===== src/inc/rail_seq_pkg.sv =====
// Constants and types for the three rail power sequencer
package rail_seq_pkg;

    localparam int unsigned CNT_W            = 4;
    // First and step delays in ticks; the first delay lands on 9 or 10 by tick phase
    localparam logic [3:0]  FIRST_DELAY_TICKS = 4'h9;
    localparam logic [3:0]  STEP_DELAY_TICKS  = 4'h8;
    localparam logic [3:0]  CNT_RESET         = 4'h0;
    localparam int unsigned RAIL_COUNT        = 3;

    // Sequencer states, Gray coded along power up then power down
    typedef enum logic [2:0] {
        ST_OFF     = 3'b000,
        ST_DELAY1  = 3'b001,
        ST_UP1     = 3'b011,
        ST_UP2     = 3'b010,
        ST_ON      = 3'b110,
        ST_DOWN3   = 3'b111,
        ST_DOWN2   = 3'b101,
        ST_DOWN1   = 3'b100
    } seq_state_t;

    // Three open-drain rail pins
    typedef struct packed {
        logic [2:0] out;
        logic [2:0] oe;
    } rail_pins_t;

endpackage : rail_seq_pkg


===== src/rtl/three_rail_power_sequencer.sv =====
// Three rail power sequencer: staggered release and reverse-order pull-down of open-drain flags
`timescale 1ns/1ps

// Notes on behaviour
// After reset all three flags stay deasserted until enable is seen high. With invert high, pins reset low (asserted) until the next enabled clock.
// First flag releases nine to ten ticks after enable rises.
// Second flag releases exactly eight ticks after the first.
// Third flag releases eight ticks after the second.
// On enable drop after full power up, third flag drops after nine-ten ticks.
// Then second drops eight ticks after third, first eight after second.
// Polarity invert high inverts all three flag outputs; low means active high.
// The system must tie polarity invert to a fixed level, never floating.
// Enable dropping before the first release resets the count, flags stay off.
// Enable drop mid power up causes a controlled shutdown, not an abrupt one.
// Such shutdown drops only released flags, descending, with normal step delays.
// All delay counting advances only on the single-cycle timing tick.
module three_rail_power_sequencer
(
    // Clock and reset
    input  wire logic                    clk_in,
    input  wire logic                    reset_in,
    input  wire logic                    clk_en_in,
    // Control
    input  wire logic                    enable_in,
    input  wire logic                    flag_polarity_invert_in,
    input  wire logic                    timing_tick_in,
    // Rail flags, open drain
    input  wire logic [2:0]              rail_pins_in,
    output rail_seq_pkg::rail_pins_t     rail_pins_out,
    output logic      [2:0]              rail_release_out
);
    import rail_seq_pkg::*;

    seq_state_t             state_r;
    seq_state_t             state_nxt;
    logic [CNT_W-1:0]       cnt_r;
    logic [CNT_W-1:0]       cnt_nxt;
    logic [2:0]             release_r;
    logic [2:0]             release_nxt;
    wire logic [2:0]        pin_out;
    wire logic [2:0]        pin_oe;

    // Named decodes
    wire logic              tick        = timing_tick_in;
    wire logic              en_low      = !enable_in;
    wire logic [CNT_W-1:0]  cnt_inc     = cnt_r + CNT_W'(1);
    wire logic              first_due   = tick && (cnt_inc == FIRST_DELAY_TICKS);
    wire logic              step_due    = tick && (cnt_inc == STEP_DELAY_TICKS);
    wire logic [2:0]        flag_level  = release_r ^ {3{flag_polarity_invert_in}};

    // Pin read-back is not used: the flag level is fully known from the release state
    // The first delay counts whole ticks after enable; the partial tick before gives the 9 to 10 spread
    always_comb
    begin
        state_nxt   = state_r;
        cnt_nxt     = cnt_r;
        release_nxt = release_r;
        unique case (state_r)
            ST_OFF:
            begin
                cnt_nxt = CNT_RESET;
                if (enable_in)
                begin
                    state_nxt = ST_DELAY1;
                end
            end
            ST_DELAY1:
            begin
                if (en_low)
                begin
                    state_nxt = ST_OFF;
                    cnt_nxt   = CNT_RESET;
                end
                else if (first_due)
                begin
                    release_nxt = 3'b001;
                    state_nxt   = ST_UP1;
                    cnt_nxt     = CNT_RESET;
                end
                else if (tick)
                begin
                    cnt_nxt = cnt_inc;
                end
            end
            ST_UP1:
            begin
                if (en_low)
                begin
                    // Only the first rail is up, so go straight to its drop
                    state_nxt = ST_DOWN1;
                    cnt_nxt   = CNT_RESET;
                end
                else if (step_due)
                begin
                    release_nxt = 3'b011;
                    state_nxt   = ST_UP2;
                    cnt_nxt     = CNT_RESET;
                end
                else if (tick)
                begin
                    cnt_nxt = cnt_inc;
                end
            end
            ST_UP2:
            begin
                if (en_low)
                begin
                    // Two rails are up: the second one drops first
                    state_nxt = ST_DOWN2;
                    cnt_nxt   = CNT_RESET;
                end
                else if (step_due)
                begin
                    release_nxt = 3'b111;
                    state_nxt   = ST_ON;
                    cnt_nxt     = CNT_RESET;
                end
                else if (tick)
                begin
                    cnt_nxt = cnt_inc;
                end
            end
            ST_ON:
            begin
                cnt_nxt = CNT_RESET;
                if (en_low)
                begin
                    state_nxt = ST_DOWN3;
                end
            end
            ST_DOWN3:
            begin
                if (first_due)
                begin
                    release_nxt = 3'b011;
                    state_nxt   = ST_DOWN2;
                    cnt_nxt     = CNT_RESET;
                end
                else if (tick)
                begin
                    cnt_nxt = cnt_inc;
                end
            end
            ST_DOWN2:
            begin
                if (step_due)
                begin
                    release_nxt = 3'b001;
                    state_nxt   = ST_DOWN1;
                    cnt_nxt     = CNT_RESET;
                end
                else if (tick)
                begin
                    cnt_nxt = cnt_inc;
                end
            end
            ST_DOWN1:
            begin
                if (step_due)
                begin
                    release_nxt = 3'b000;
                    state_nxt   = ST_OFF;
                    cnt_nxt     = CNT_RESET;
                end
                else if (tick)
                begin
                    cnt_nxt = cnt_inc;
                end
            end
        endcase
    end

    // Power down runs to completion even if enable returns, so no rail is half cycled
    always_ff @(posedge clk_in)
    begin
        if (reset_in)
        begin
            state_r   <= ST_OFF;
            cnt_r     <= CNT_RESET;
            release_r <= 3'b000;
        end
        else if (clk_en_in)
        begin
            state_r   <= state_nxt;
            cnt_r     <= cnt_nxt;
            release_r <= release_nxt;
        end
    end

    // One open-drain pull-down per rail; oe high pulls the pin low
    genvar rail;
    generate
        for (rail = 0; rail < RAIL_COUNT; rail++)
        begin : g_rail
            logic out_r;
            logic oe_r;

            always_ff @(posedge clk_in)
            begin
                if (reset_in)
                begin
                    out_r <= 1'b0;
                    oe_r  <= 1'b1;
                end
                else if (clk_en_in)
                begin
                    out_r <= 1'b0;
                    oe_r  <= ~flag_level[rail];
                end
            end

            assign pin_out[rail] = out_r;
            assign pin_oe[rail]  = oe_r;
        end
    endgenerate

    assign rail_pins_out    = {pin_out, pin_oe};
    assign rail_release_out = release_r;

endmodule : three_rail_power_sequencer


===== config.mk =====
export PLATFORM = sky130hd
export DESIGN_NAME = three_rail_power_sequencer
export DESIGN_NICKNAME = d
export VERILOG_FILES = /design/src/inc/rail_seq_pkg.sv /design/src/rtl/three_rail_power_sequencer.sv
export SDC_FILE = /design/constraint.sdc
export NUM_CORES = 1
export LEC_CHECK = 0
export ABC_AREA = 1
export BUFFER_PORTS_ARGS = -buffer_cell sky130_fd_sc_hd__clkbuf_2
export CORE_UTILIZATION = 35
export CTS_CLUSTER_DIAMETER = 30
export DETAILED_ROUTE_END_ITERATION = 12
export MAX_ROUTING_LAYER = met4
export PLACE_DENSITY_LB_ADDON = 0.15
export SYNTH_ARGS = -nofsm -noshare
export SYNTH_HDL_FRONTEND = slang
export SYNTH_SLANG_ARGS = --single-unit

===== constraint.sdc =====
create_clock -name clk_in -period 1.65 [get_ports clk_in]
set_input_delay 0 -clock clk_in [delete_from_list [all_inputs] [get_ports clk_in]]
set_output_delay 0 -clock clk_in [all_outputs]
set_load 0.01 [all_outputs]

# ---- After elaboration in Yosys (flattened, before gate mapping)
# Index checks and enable logic that the tools add are counted.
dict set report classes {
  eq_ne 23
  n_reduce_logical 9
  n_mux 26
  addsub 1
  bitwise 4
}
# op n
set op_table {}
lappend op_table {{$mux 3} 18}
lappend op_table {{$pmux 3 s8} 1}
lappend op_table {{$ne 2x2->1 const B} 11}
lappend op_table {{$mux 4} 5}
lappend op_table {{$pmux 4 s5} 1}
lappend op_table {{$pmux 3 s6} 1}
lappend op_table {{$eq 3x3->1 const B} 4}
lappend op_table {{$reduce_and 11->1} 1}
lappend op_table {{$ne 3x3->1 const B} 3}
lappend op_table {{$reduce_and 9->1} 1}
lappend op_table {{$eq 4x4->1 const B} 2}
lappend op_table {{$eq 3x2->1 const B} 2}
lappend op_table {{$reduce_bool 6->1} 1}
lappend op_table {{$reduce_or 2->1} 3}
lappend op_table {{$add 4x1->4 const B} 1}
lappend op_table {{$eq 3x1->1 const B} 1}
lappend op_table {{$logic_not 3->1} 1}
lappend op_table {{$not 1->1} 3}
lappend op_table {{$xor 3x3->3} 1}
lappend op_table {{$logic_and 1x1->1} 2}
dict set report word_totals {
  wordCells 69
  reg_bits 13
}

# ---- Depth between registers and ports, before layout
# Gate-level depths: netlist of the first run.
dict set report logic_depth {
  ltp_word 6
  ltp_mapped 13
  mapped_depth_nobuf 13
}

# ---- Worst setup path after synthesis of the first run
# OpenSTA, ideal clock, no wires.
dict set report synth_timing {
  kind {reg-to-reg}
  start {reg cnt_r[0]}
  end {reg release_r[0], in the netlist rail_release_out[0]}
  setup_ps 113
  arrival_ps 1402
  path_stages_with_launch 13
  setup_slack_ps 135
  path_cell_list {dfxtp_1 ha_1 inv_1 nand2_1 nand3_2 nor2_2 nand2_1 nand2_2 nand3_1 nor2_2 nand2_1 nand2_1 nor2_1}
}
dict set report synth_via {
  elab_chain_len 5
  word_cells_on_any_way 12
}
# item line
set synth_rtl {}
lappend synth_rtl {{start: declaration} three_rail_power_sequencer.sv:36} ;# logic [CNT_W-1:0] cnt_r;
lappend synth_rtl {{start signal: assignment} three_rail_power_sequencer.sv:185} ;# cnt_r <= cnt_nxt;
lappend synth_rtl {{$add 4x1->4 *} three_rail_power_sequencer.sv:46} ;# wire logic [CNT_W-1:0] cnt_inc = cnt_r + CNT_W'(1);
lappend synth_rtl {{$eq 4x4->1, on equally long branches} {three_rail_power_sequencer.sv:48, three_rail_power_sequencer.sv:47}}
lappend synth_rtl {{$logic_and 1x1->1, on equally long branches} {three_rail_power_sequencer.sv:48, three_rail_power_sequencer.sv:47}}
lappend synth_rtl {{$ne 2x2->1 (no source line)} n/a}
lappend synth_rtl {{$reduce_and 11->1 (no source line) *} n/a}
lappend synth_rtl {{end signal: assignment} three_rail_power_sequencer.sv:186} ;# release_r <= release_nxt;
lappend synth_rtl {{end: declaration} three_rail_power_sequencer.sv:38} ;# logic [2:0] release_r;
# Mark *: on every way between the ends. The rest lies on a longest branch, timed or not.
# A chain may end at the register's enable or synchronous reset.

# ---- Worst setup path after layout of the first run
dict set report layout_timing {
  start {reg cnt_r[1]}
  end {reg state_r[1]}
}
dict set report layout_via {
  elab_chain_len 5
  word_cells_on_any_way 12
}
# item line
set layout_rtl {}
lappend layout_rtl {{$add 4x1->4 *} three_rail_power_sequencer.sv:46}
lappend layout_rtl {{$eq 4x4->1, on equally long branches} {three_rail_power_sequencer.sv:48, three_rail_power_sequencer.sv:47}}
lappend layout_rtl {{$logic_and 1x1->1, on equally long branches} {three_rail_power_sequencer.sv:48, three_rail_power_sequencer.sv:47}}
lappend layout_rtl {{$ne 3x3->1 (no source line) / $ne 2x2->1 (equally long branches)} n/a}
lappend layout_rtl {{$reduce_and 9->1 (no source line) *} n/a}
lappend layout_rtl {{end signal: assignment} three_rail_power_sequencer.sv:184} ;# state_r <= state_nxt;
lappend layout_rtl {{end: declaration} three_rail_power_sequencer.sv:34} ;# seq_state_t state_r;
# Marks and branches as above.

==> flow_metrics.env, run 1 <==
export IMPL_post_synth_top_area_cell="dfxtp_1"
export IMPL_cts_root_buf="clkbuf_4"
export IMPL_gp_congestion=0.851
export IMPL_synth_seq_cells=13
export IMPL_post_drt_wl_per_cell_um=10.4
export IMPL_power_leakage_nw=0.551
export IMPL_cp_max_fo=5
export IMPL_synth_cells=152
export IMPL_grt_pass1_vias=810
export IMPL_clk_latency_ps=280
export IMPL_synth_top_area_frac=0.278
export IMPL_cpMostUsedCell="nand2_2"
export IMPL_crit_chain="ha_4 > nand2_2 > nand3_4 > nor2_4 > nand2_4 > nand2_4 > nand2_4 > nor2_4 > nand2_2 > nand2_2 > nand2_2 > nor2_2"
export IMPL_core_um2=2500
export IMPL_vias=927
export IMPL_grt_setup_unrepaired="true"
export IMPL_r2r_start="cnt_r[1]$_SDFFE_PP0P_"
export IMPL_r2r_slack_ps=70
export IMPL_numCtsBuffers=3
export IMPL_reg2reg_to="state_r[1]$_SDFFE_PP0P_"
export IMPL_io_buffers=11
export IMPL_antenna_cells=0
export IMPL_drc_errors=0
export IMPL_cts_tree="built"
export IMPL_fin_crit_sh=0.958
export IMPL_powerDensity_nw_per_um2=692
export IMPL_drt_vias_per_instance=4.73
export IMPL_dp_slack_ps=24.3
export IMPL_yosysWarnings=0
export IMPL_holdWs_ps=47.6
export IMPL_slew_viol_final=0
export IMPL_reg2regPathDepth=12
export IMPL_cts_htree_levels=1
export IMPL_max_clock_freq_ghz=0.633
export IMPL_drive_gt1_frac=0.319
export IMPL_clk_pin_slew_ps=80
export IMPL_status="completed"
export IMPL_layout_setup_ws_ps=69.9
export IMPL_period_needed_ps=1580
export IMPL_overflow=0
export IMPL_rows=18
export IMPL_dr_first_iter_drc_count=18
export IMPL_multiInputGateArea_um2=634
export IMPL_dieHeight_um=53.7
export IMPL_synth_seq_area_share=0.278
export IMPL_dieArea_um2=2880
export IMPL_gr_usage_all_layers=0.157
export IMPL_setup_viol=0
export IMPL_synth_area_leaders="dfxtp_1, nand2_1, inv_1, nor2_1, a21oi_1"
export IMPL_firstDrtPassIters=4
export IMPL_start_kind="flop"
export IMPL_required_ps=1870
export IMPL_hold_path_class="in2reg"
export IMPL_cpPeakStageDelay_ps=370
export IMPL_synth_area_um2=936
export IMPL_fin_area_um2=1140
export IMPL_fillers=267
export IMPL_layout_nets=179
export IMPL_hold_violations=0
export IMPL_area_delta_synth_final_pct=21.7
export IMPL_start_util=0.374
export IMPL_path_buf_inv=0
export IMPL_crit_family="simple AND/OR/NAND/NOR gates"
export IMPL_layout_area_seq_um2=267
export IMPL_grt_max_degree=11
export IMPL_antenna_left=0
export IMPL_power_total_uw=788
export IMPL_whs_endpoint="g_rail[0].oe_r$_SDFFE_PP1P_"
export IMPL_hp_start="flag_polarity_invert_in"
export IMPL_yosysUniqueCellTypes=22
export IMPL_die_x_um=53.7
export IMPL_whs_path_depth=3
export IMPL_cts_max_path_buffers=2
export IMPL_cap_violations=0
export IMPL_grt_pass1_wl_um=3160
export IMPL_hpwl_um=1530
export IMPL_io_pins=18
export IMPL_critical_path_slowest_cell="dfxtp_4"
export IMPL_clkSinkCount=13
export IMPL_critPathCaptureType="flop"
export IMPL_irDropWorstVdd_mv=0.539
export IMPL_crit_arrival_ps=1800
export IMPL_clock_skew_ps=5.71
export IMPL_wl_um=2040
export IMPL_postSynthAreaPerCell_um2=6.16
export IMPL_worstSetupPathType="reg2reg"
export IMPL_placed_area_um2=1010
export IMPL_antenna_found_initial=0
-- cells in the final DEF (no fill, tap or decap), types with 2 or more instances in the layout --
master	instances
nor3_1	3
nor2_4	4
nand2_2	13
inv_2	5
clkbuf_4	3
dfxtp_1	10
nand4_1	2
buf_4	4
nor2_1	17
a21oi_1	10
dfxtp_2	2
o21ai_0	8
conb_1	3
nand3_1	9
nand2_4	4
nand2_1	28
nor2_2	2
inv_1	16
clkbuf_2	11
-- worst min-delay path: cells and delay by family --
kind                   cells  cell delay, ps
AO/OA/AOI/OAI              1             120
XOR/XNOR                   1              70
buffers and inverters      1             110
-- area by class of cell --
class / count / share of cell area
Timing Repair Buffer: 16 / 0.0835
Multi-Input combinational cell: 112 / 0.557
Clock buffer: 4 / 0.0231
Sequential cell: 13 / 0.234
Tap cell: 30 / 0.0330
Inverter: 21 / 0.0692
-- Yosys cell counts --
master,n
conb_1,1
nor2_2,4
buf_4,6
buf_2,2
nand3_2,1
nand4_1,2
inv_1,19
a21oi_1,10
nand3_1,10
a211oi_1,1
o21ai_1,1
nor3_1,3
xor2_1,1
dfxtp_1,13
or3_1,1
inv_2,2
nor2_1,17
nand2_2,6
nor2_4,2
ha_1,3
o21ai_0,8
nand2_1,39
-- how the worst max path moves through the flow --
stage                     slack (ps)                          endpoint             startpoint  cells after the start
after floorplan                  140  rail_release_out[0]$_SDFFE_PP0P_  cnt_r[0]$_SDFFE_PP0P_                     12
after global placement            50           state_r[0]$_SDFFE_PP0P_  cnt_r[1]$_SDFFE_PP0P_                     12
after detailed placement          20  rail_release_out[2]$_SDFFE_PP0P_  cnt_r[1]$_SDFFE_PP0P_                     12
after CTS                         40           state_r[1]$_SDFFE_PP0P_  cnt_r[1]$_SDFFE_PP0P_                     13
after global routing             -50           state_r[1]$_SDFFE_PP0P_  cnt_r[1]$_SDFFE_PP0P_                     12
final                             70           state_r[1]$_SDFFE_PP0P_  cnt_r[1]$_SDFFE_PP0P_                     12
-- stage by stage --
stage | util | std cells | setup TNS (ps)
3_5_place_dp | 0.404 | 191 | 0
3_3_place_gp | 0.404 | 191 | 0
2_1_floorplan | - | 154 | 0
5_1_grt | 0.455 | 196 | -123
4_1_cts | 0.419 | 196 | 0
6_report | 0.455 | 196 | 0
-- what timing repair did --
| action | 4_1_cts | 5_1_grt |
|---|---|---|
| setup endpoints to repair | 1 | 10 |
| setup buffers | 0 | 0 |
| gates cloned | 0 | 0 |
| pin swaps | 0 | 12 |
| hold buffers | 1 | 0 |
| endpoints found under the hold margin | 4 | 0 |
| resized for setup | 1 | 28 |
-- where the power goes --
| part | internal, mW | switching (mW) |
|---|---|---|
| Combinational | 0.0877 | 0.134 |
| Clock | 0.0939 | 0.108 |
| Sequential | 0.335 | 0.0294 |
| Total | 0.517 | 0.271 |
-- layer usage --
metal | vias to the layer above | share of wire | global-route usage
met5 | - | 0 | -
met4 | 0 | 0.0034 | 0.0263
met3 | 2 | 0.035 | 0.0593
met2 | 14 | 0.53 | 0.280
met1 | 417 | 0.43 | 0.166
li1 | 494 | - | -
-- sequential cells by signal (all words and copies together), names as in the netlist --
register          count
g_rail.oe_r           3
cnt_r                 4
rail_release_out      3
state_r               3
-- logic make-up after synthesis --
kind of cell | share of synthesized area
xor gates and xnor gates | 0.00936
DFF | 0.278
buffers and inverters | 0.143
adders and majority gates | 0.0401
AOI/OAI and AO/OA | 0.110
and+or+nand+nor | 0.416
other | 0.00401
(Power assumes the default switching activity.)
==> run 2, diff against run 1 <==
Settings changed: RECOVER_POWER from default to 25.
==> flow_metrics.env, run 2 (synthesis results as in run 1) <==
export IMPL_status="completed"
export IMPL_largest_register="cnt_r"
export IMPL_reg2regPathDepth=12
export IMPL_hold_violations=0
export IMPL_drive_gt1_frac=0.313
export IMPL_dieHeight_um=53.7
export IMPL_most_common_layout_cells="nand2_1, nor2_1, inv_1"
export IMPL_crit_start="cnt_r[1]$_SDFFE_PP0P_"
export IMPL_reg2reg_to="state_r[1]$_SDFFE_PP0P_"
export IMPL_largest_register_ffs=4
export IMPL_p_int_uw=516
export IMPL_clock_skew_ps=5.71
export IMPL_setup_tns_ps=0
export IMPL_irDropWorstVdd_mv=0.538
export IMPL_hold_path_class="in2reg"
export IMPL_worstSetupPathType="reg2reg"
export IMPL_setup_viol=0
export IMPL_final_common_cell="nand2_1"
export IMPL_layout_setup_ws_ps=70.0
export IMPL_dr_first_iter_drc_count=18
export IMPL_critPathCaptureType="flop"
export IMPL_gr_usage_all_layers=0.157
export IMPL_power_total_uw=787
export IMPL_fin_area_um2=1140
export IMPL_cp_max_fo=5
export IMPL_wl_um=2040
export IMPL_grt_pass1_wl_um=3160
export IMPL_die_x_um=53.7
export IMPL_dieArea_um2=2880
export IMPL_slew_viol_final=0
export IMPL_cts_htree_levels=1
export IMPL_core_um2=2500
export IMPL_holdWs_ps=47.6
export IMPL_antenna_found_initial=0
export IMPL_period_needed_ps=1580
export IMPL_placedCellCount=191
export IMPL_drc_errors=0
export IMPL_overflow=0
export IMPL_r2r_start="cnt_r[1]$_SDFFE_PP0P_"
export IMPL_clk_latency_ps=280
export IMPL_powerDensity_nw_per_um2=692
export IMPL_start_util=0.374
export IMPL_numCtsBuffers=3
export IMPL_cts_root_buf="clkbuf_4"
export IMPL_dp_slack_ps=24.3
export IMPL_r2r_slack_ps=70
export IMPL_io_pins=18
export IMPL_cap_violations=0
export IMPL_cts_tree="built"
export IMPL_gp_congestion=0.851
export IMPL_rows=18
export IMPL_required_ps=1870
export IMPL_hpwl_um=1530
export IMPL_placed_area_um2=1010
export IMPL_clock_power_share=0.256
export IMPL_grt_max_degree=11
export IMPL_power_share_switching=0.344
export IMPL_fin_util=0.455
export IMPL_layout_nets=179
export IMPL_grt_pass1_vias=810
export IMPL_area_delta_synth_final_pct=21.5
export IMPL_antenna_cells=0
export IMPL_firstDrtPassIters=4
export IMPL_post_drt_wl_per_cell_um=10.4
export IMPL_fin_crit_sh=0.958
export IMPL_fin_cells=196
export IMPL_start_kind="flop"
export IMPL_clk_pin_slew_ps=80
export IMPL_vias=927
export IMPL_antenna_left=0
export IMPL_clkSinkCount=13
export IMPL_cp_endpoint="state_r[1]$_SDFFE_PP0P_"
export IMPL_pwr_share_seq=0.463
export IMPL_drt_vias_per_instance=4.73
export IMPL_grt_setup_unrepaired="true"
export IMPL_power_leakage_nw=0.548
export IMPL_combPwrFrac=0.280
export IMPL_switchingPower_uw=271
export IMPL_io_buffers=11
export IMPL_crit_arrival_ps=1800
export IMPL_cts_max_path_buffers=2
export IMPL_max_clock_freq_ghz=0.633
-- run 2: cell types whose count changed in the layout (fill, tap and decap cells not counted) --
cell	before	now
clkbuf_1	1	2
clkbuf_2	11	10
-- run 2: how the worst min path moves through the flow --
stage,from,end,cells after the start
6_report,flag_polarity_invert_in,g_rail[0].oe_r$_SDFFE_PP1P_,3
5_1_grt,flag_polarity_invert_in,g_rail[0].oe_r$_SDFFE_PP1P_,3
4_1_cts,flag_polarity_invert_in,g_rail[0].oe_r$_SDFFE_PP1P_,3
3_5_place_dp,reset_in,state_r[1]$_SDFFE_PP0P_,2
3_3_place_gp,reset_in,state_r[1]$_SDFFE_PP0P_,2
2_1_floorplan,reset_in,state_r[1]$_SDFFE_PP0P_,1
-- run 2: layout make-up --
class	count	area, µm²
timing repair buffer	16	93.8
tap	30	37.5
multi-input combinational	112	634
fill	268	1360
inverter	21	78.8
clock buffer	4	26.3
sequential	13	267
-- run 2: what timing repair did --
action	in CTS	in global routing
pin swaps	0	12
hold buffers	1	0
endpoints found under the setup margin	1	10
hold endpoints to repair	4	0
resized for setup	1	28
setup buffers	0	0
-- run 2: layer usage --
| layer | vias up | GRT usage | routed length [µm] |
|---|---|---|---|
| li1 | 494 | - | - |
| met4 | 0 | 0.0263 | 7 |
| met3 | 2 | 0.0593 | 74 |
| met1 | 417 | 0.166 | 871 |
| met2 | 14 | 0.280 | 1090 |
| met5 | - | - | 0 |
-- run 2: power by group through the flow --
stage / logic, mW / registers (mW) / clock network [mW]
after floorplan: 0.168 / 0.360 / 0
after global placement: 0.200 / 0.371 / 0
after detailed placement: 0.200 / 0.372 / 0
after CTS: 0.203 / 0.365 / 0.211
after global routing: 0.254 / 0.369 / 0.228
final: 0.221 / 0.365 / 0.202
-- run 2: worst max-delay path: stages (launching register included) --
cell,delay [ps]
dfxtp_4,370
ha_4,160
nand2_2,90
nand3_4,100
nor2_4,130
nand2_4,90
nand2_4,80
nand2_4,50
nor2_4,140
nand2_2,90
nand2_2,80
nand2_2,50
nor2_2,90
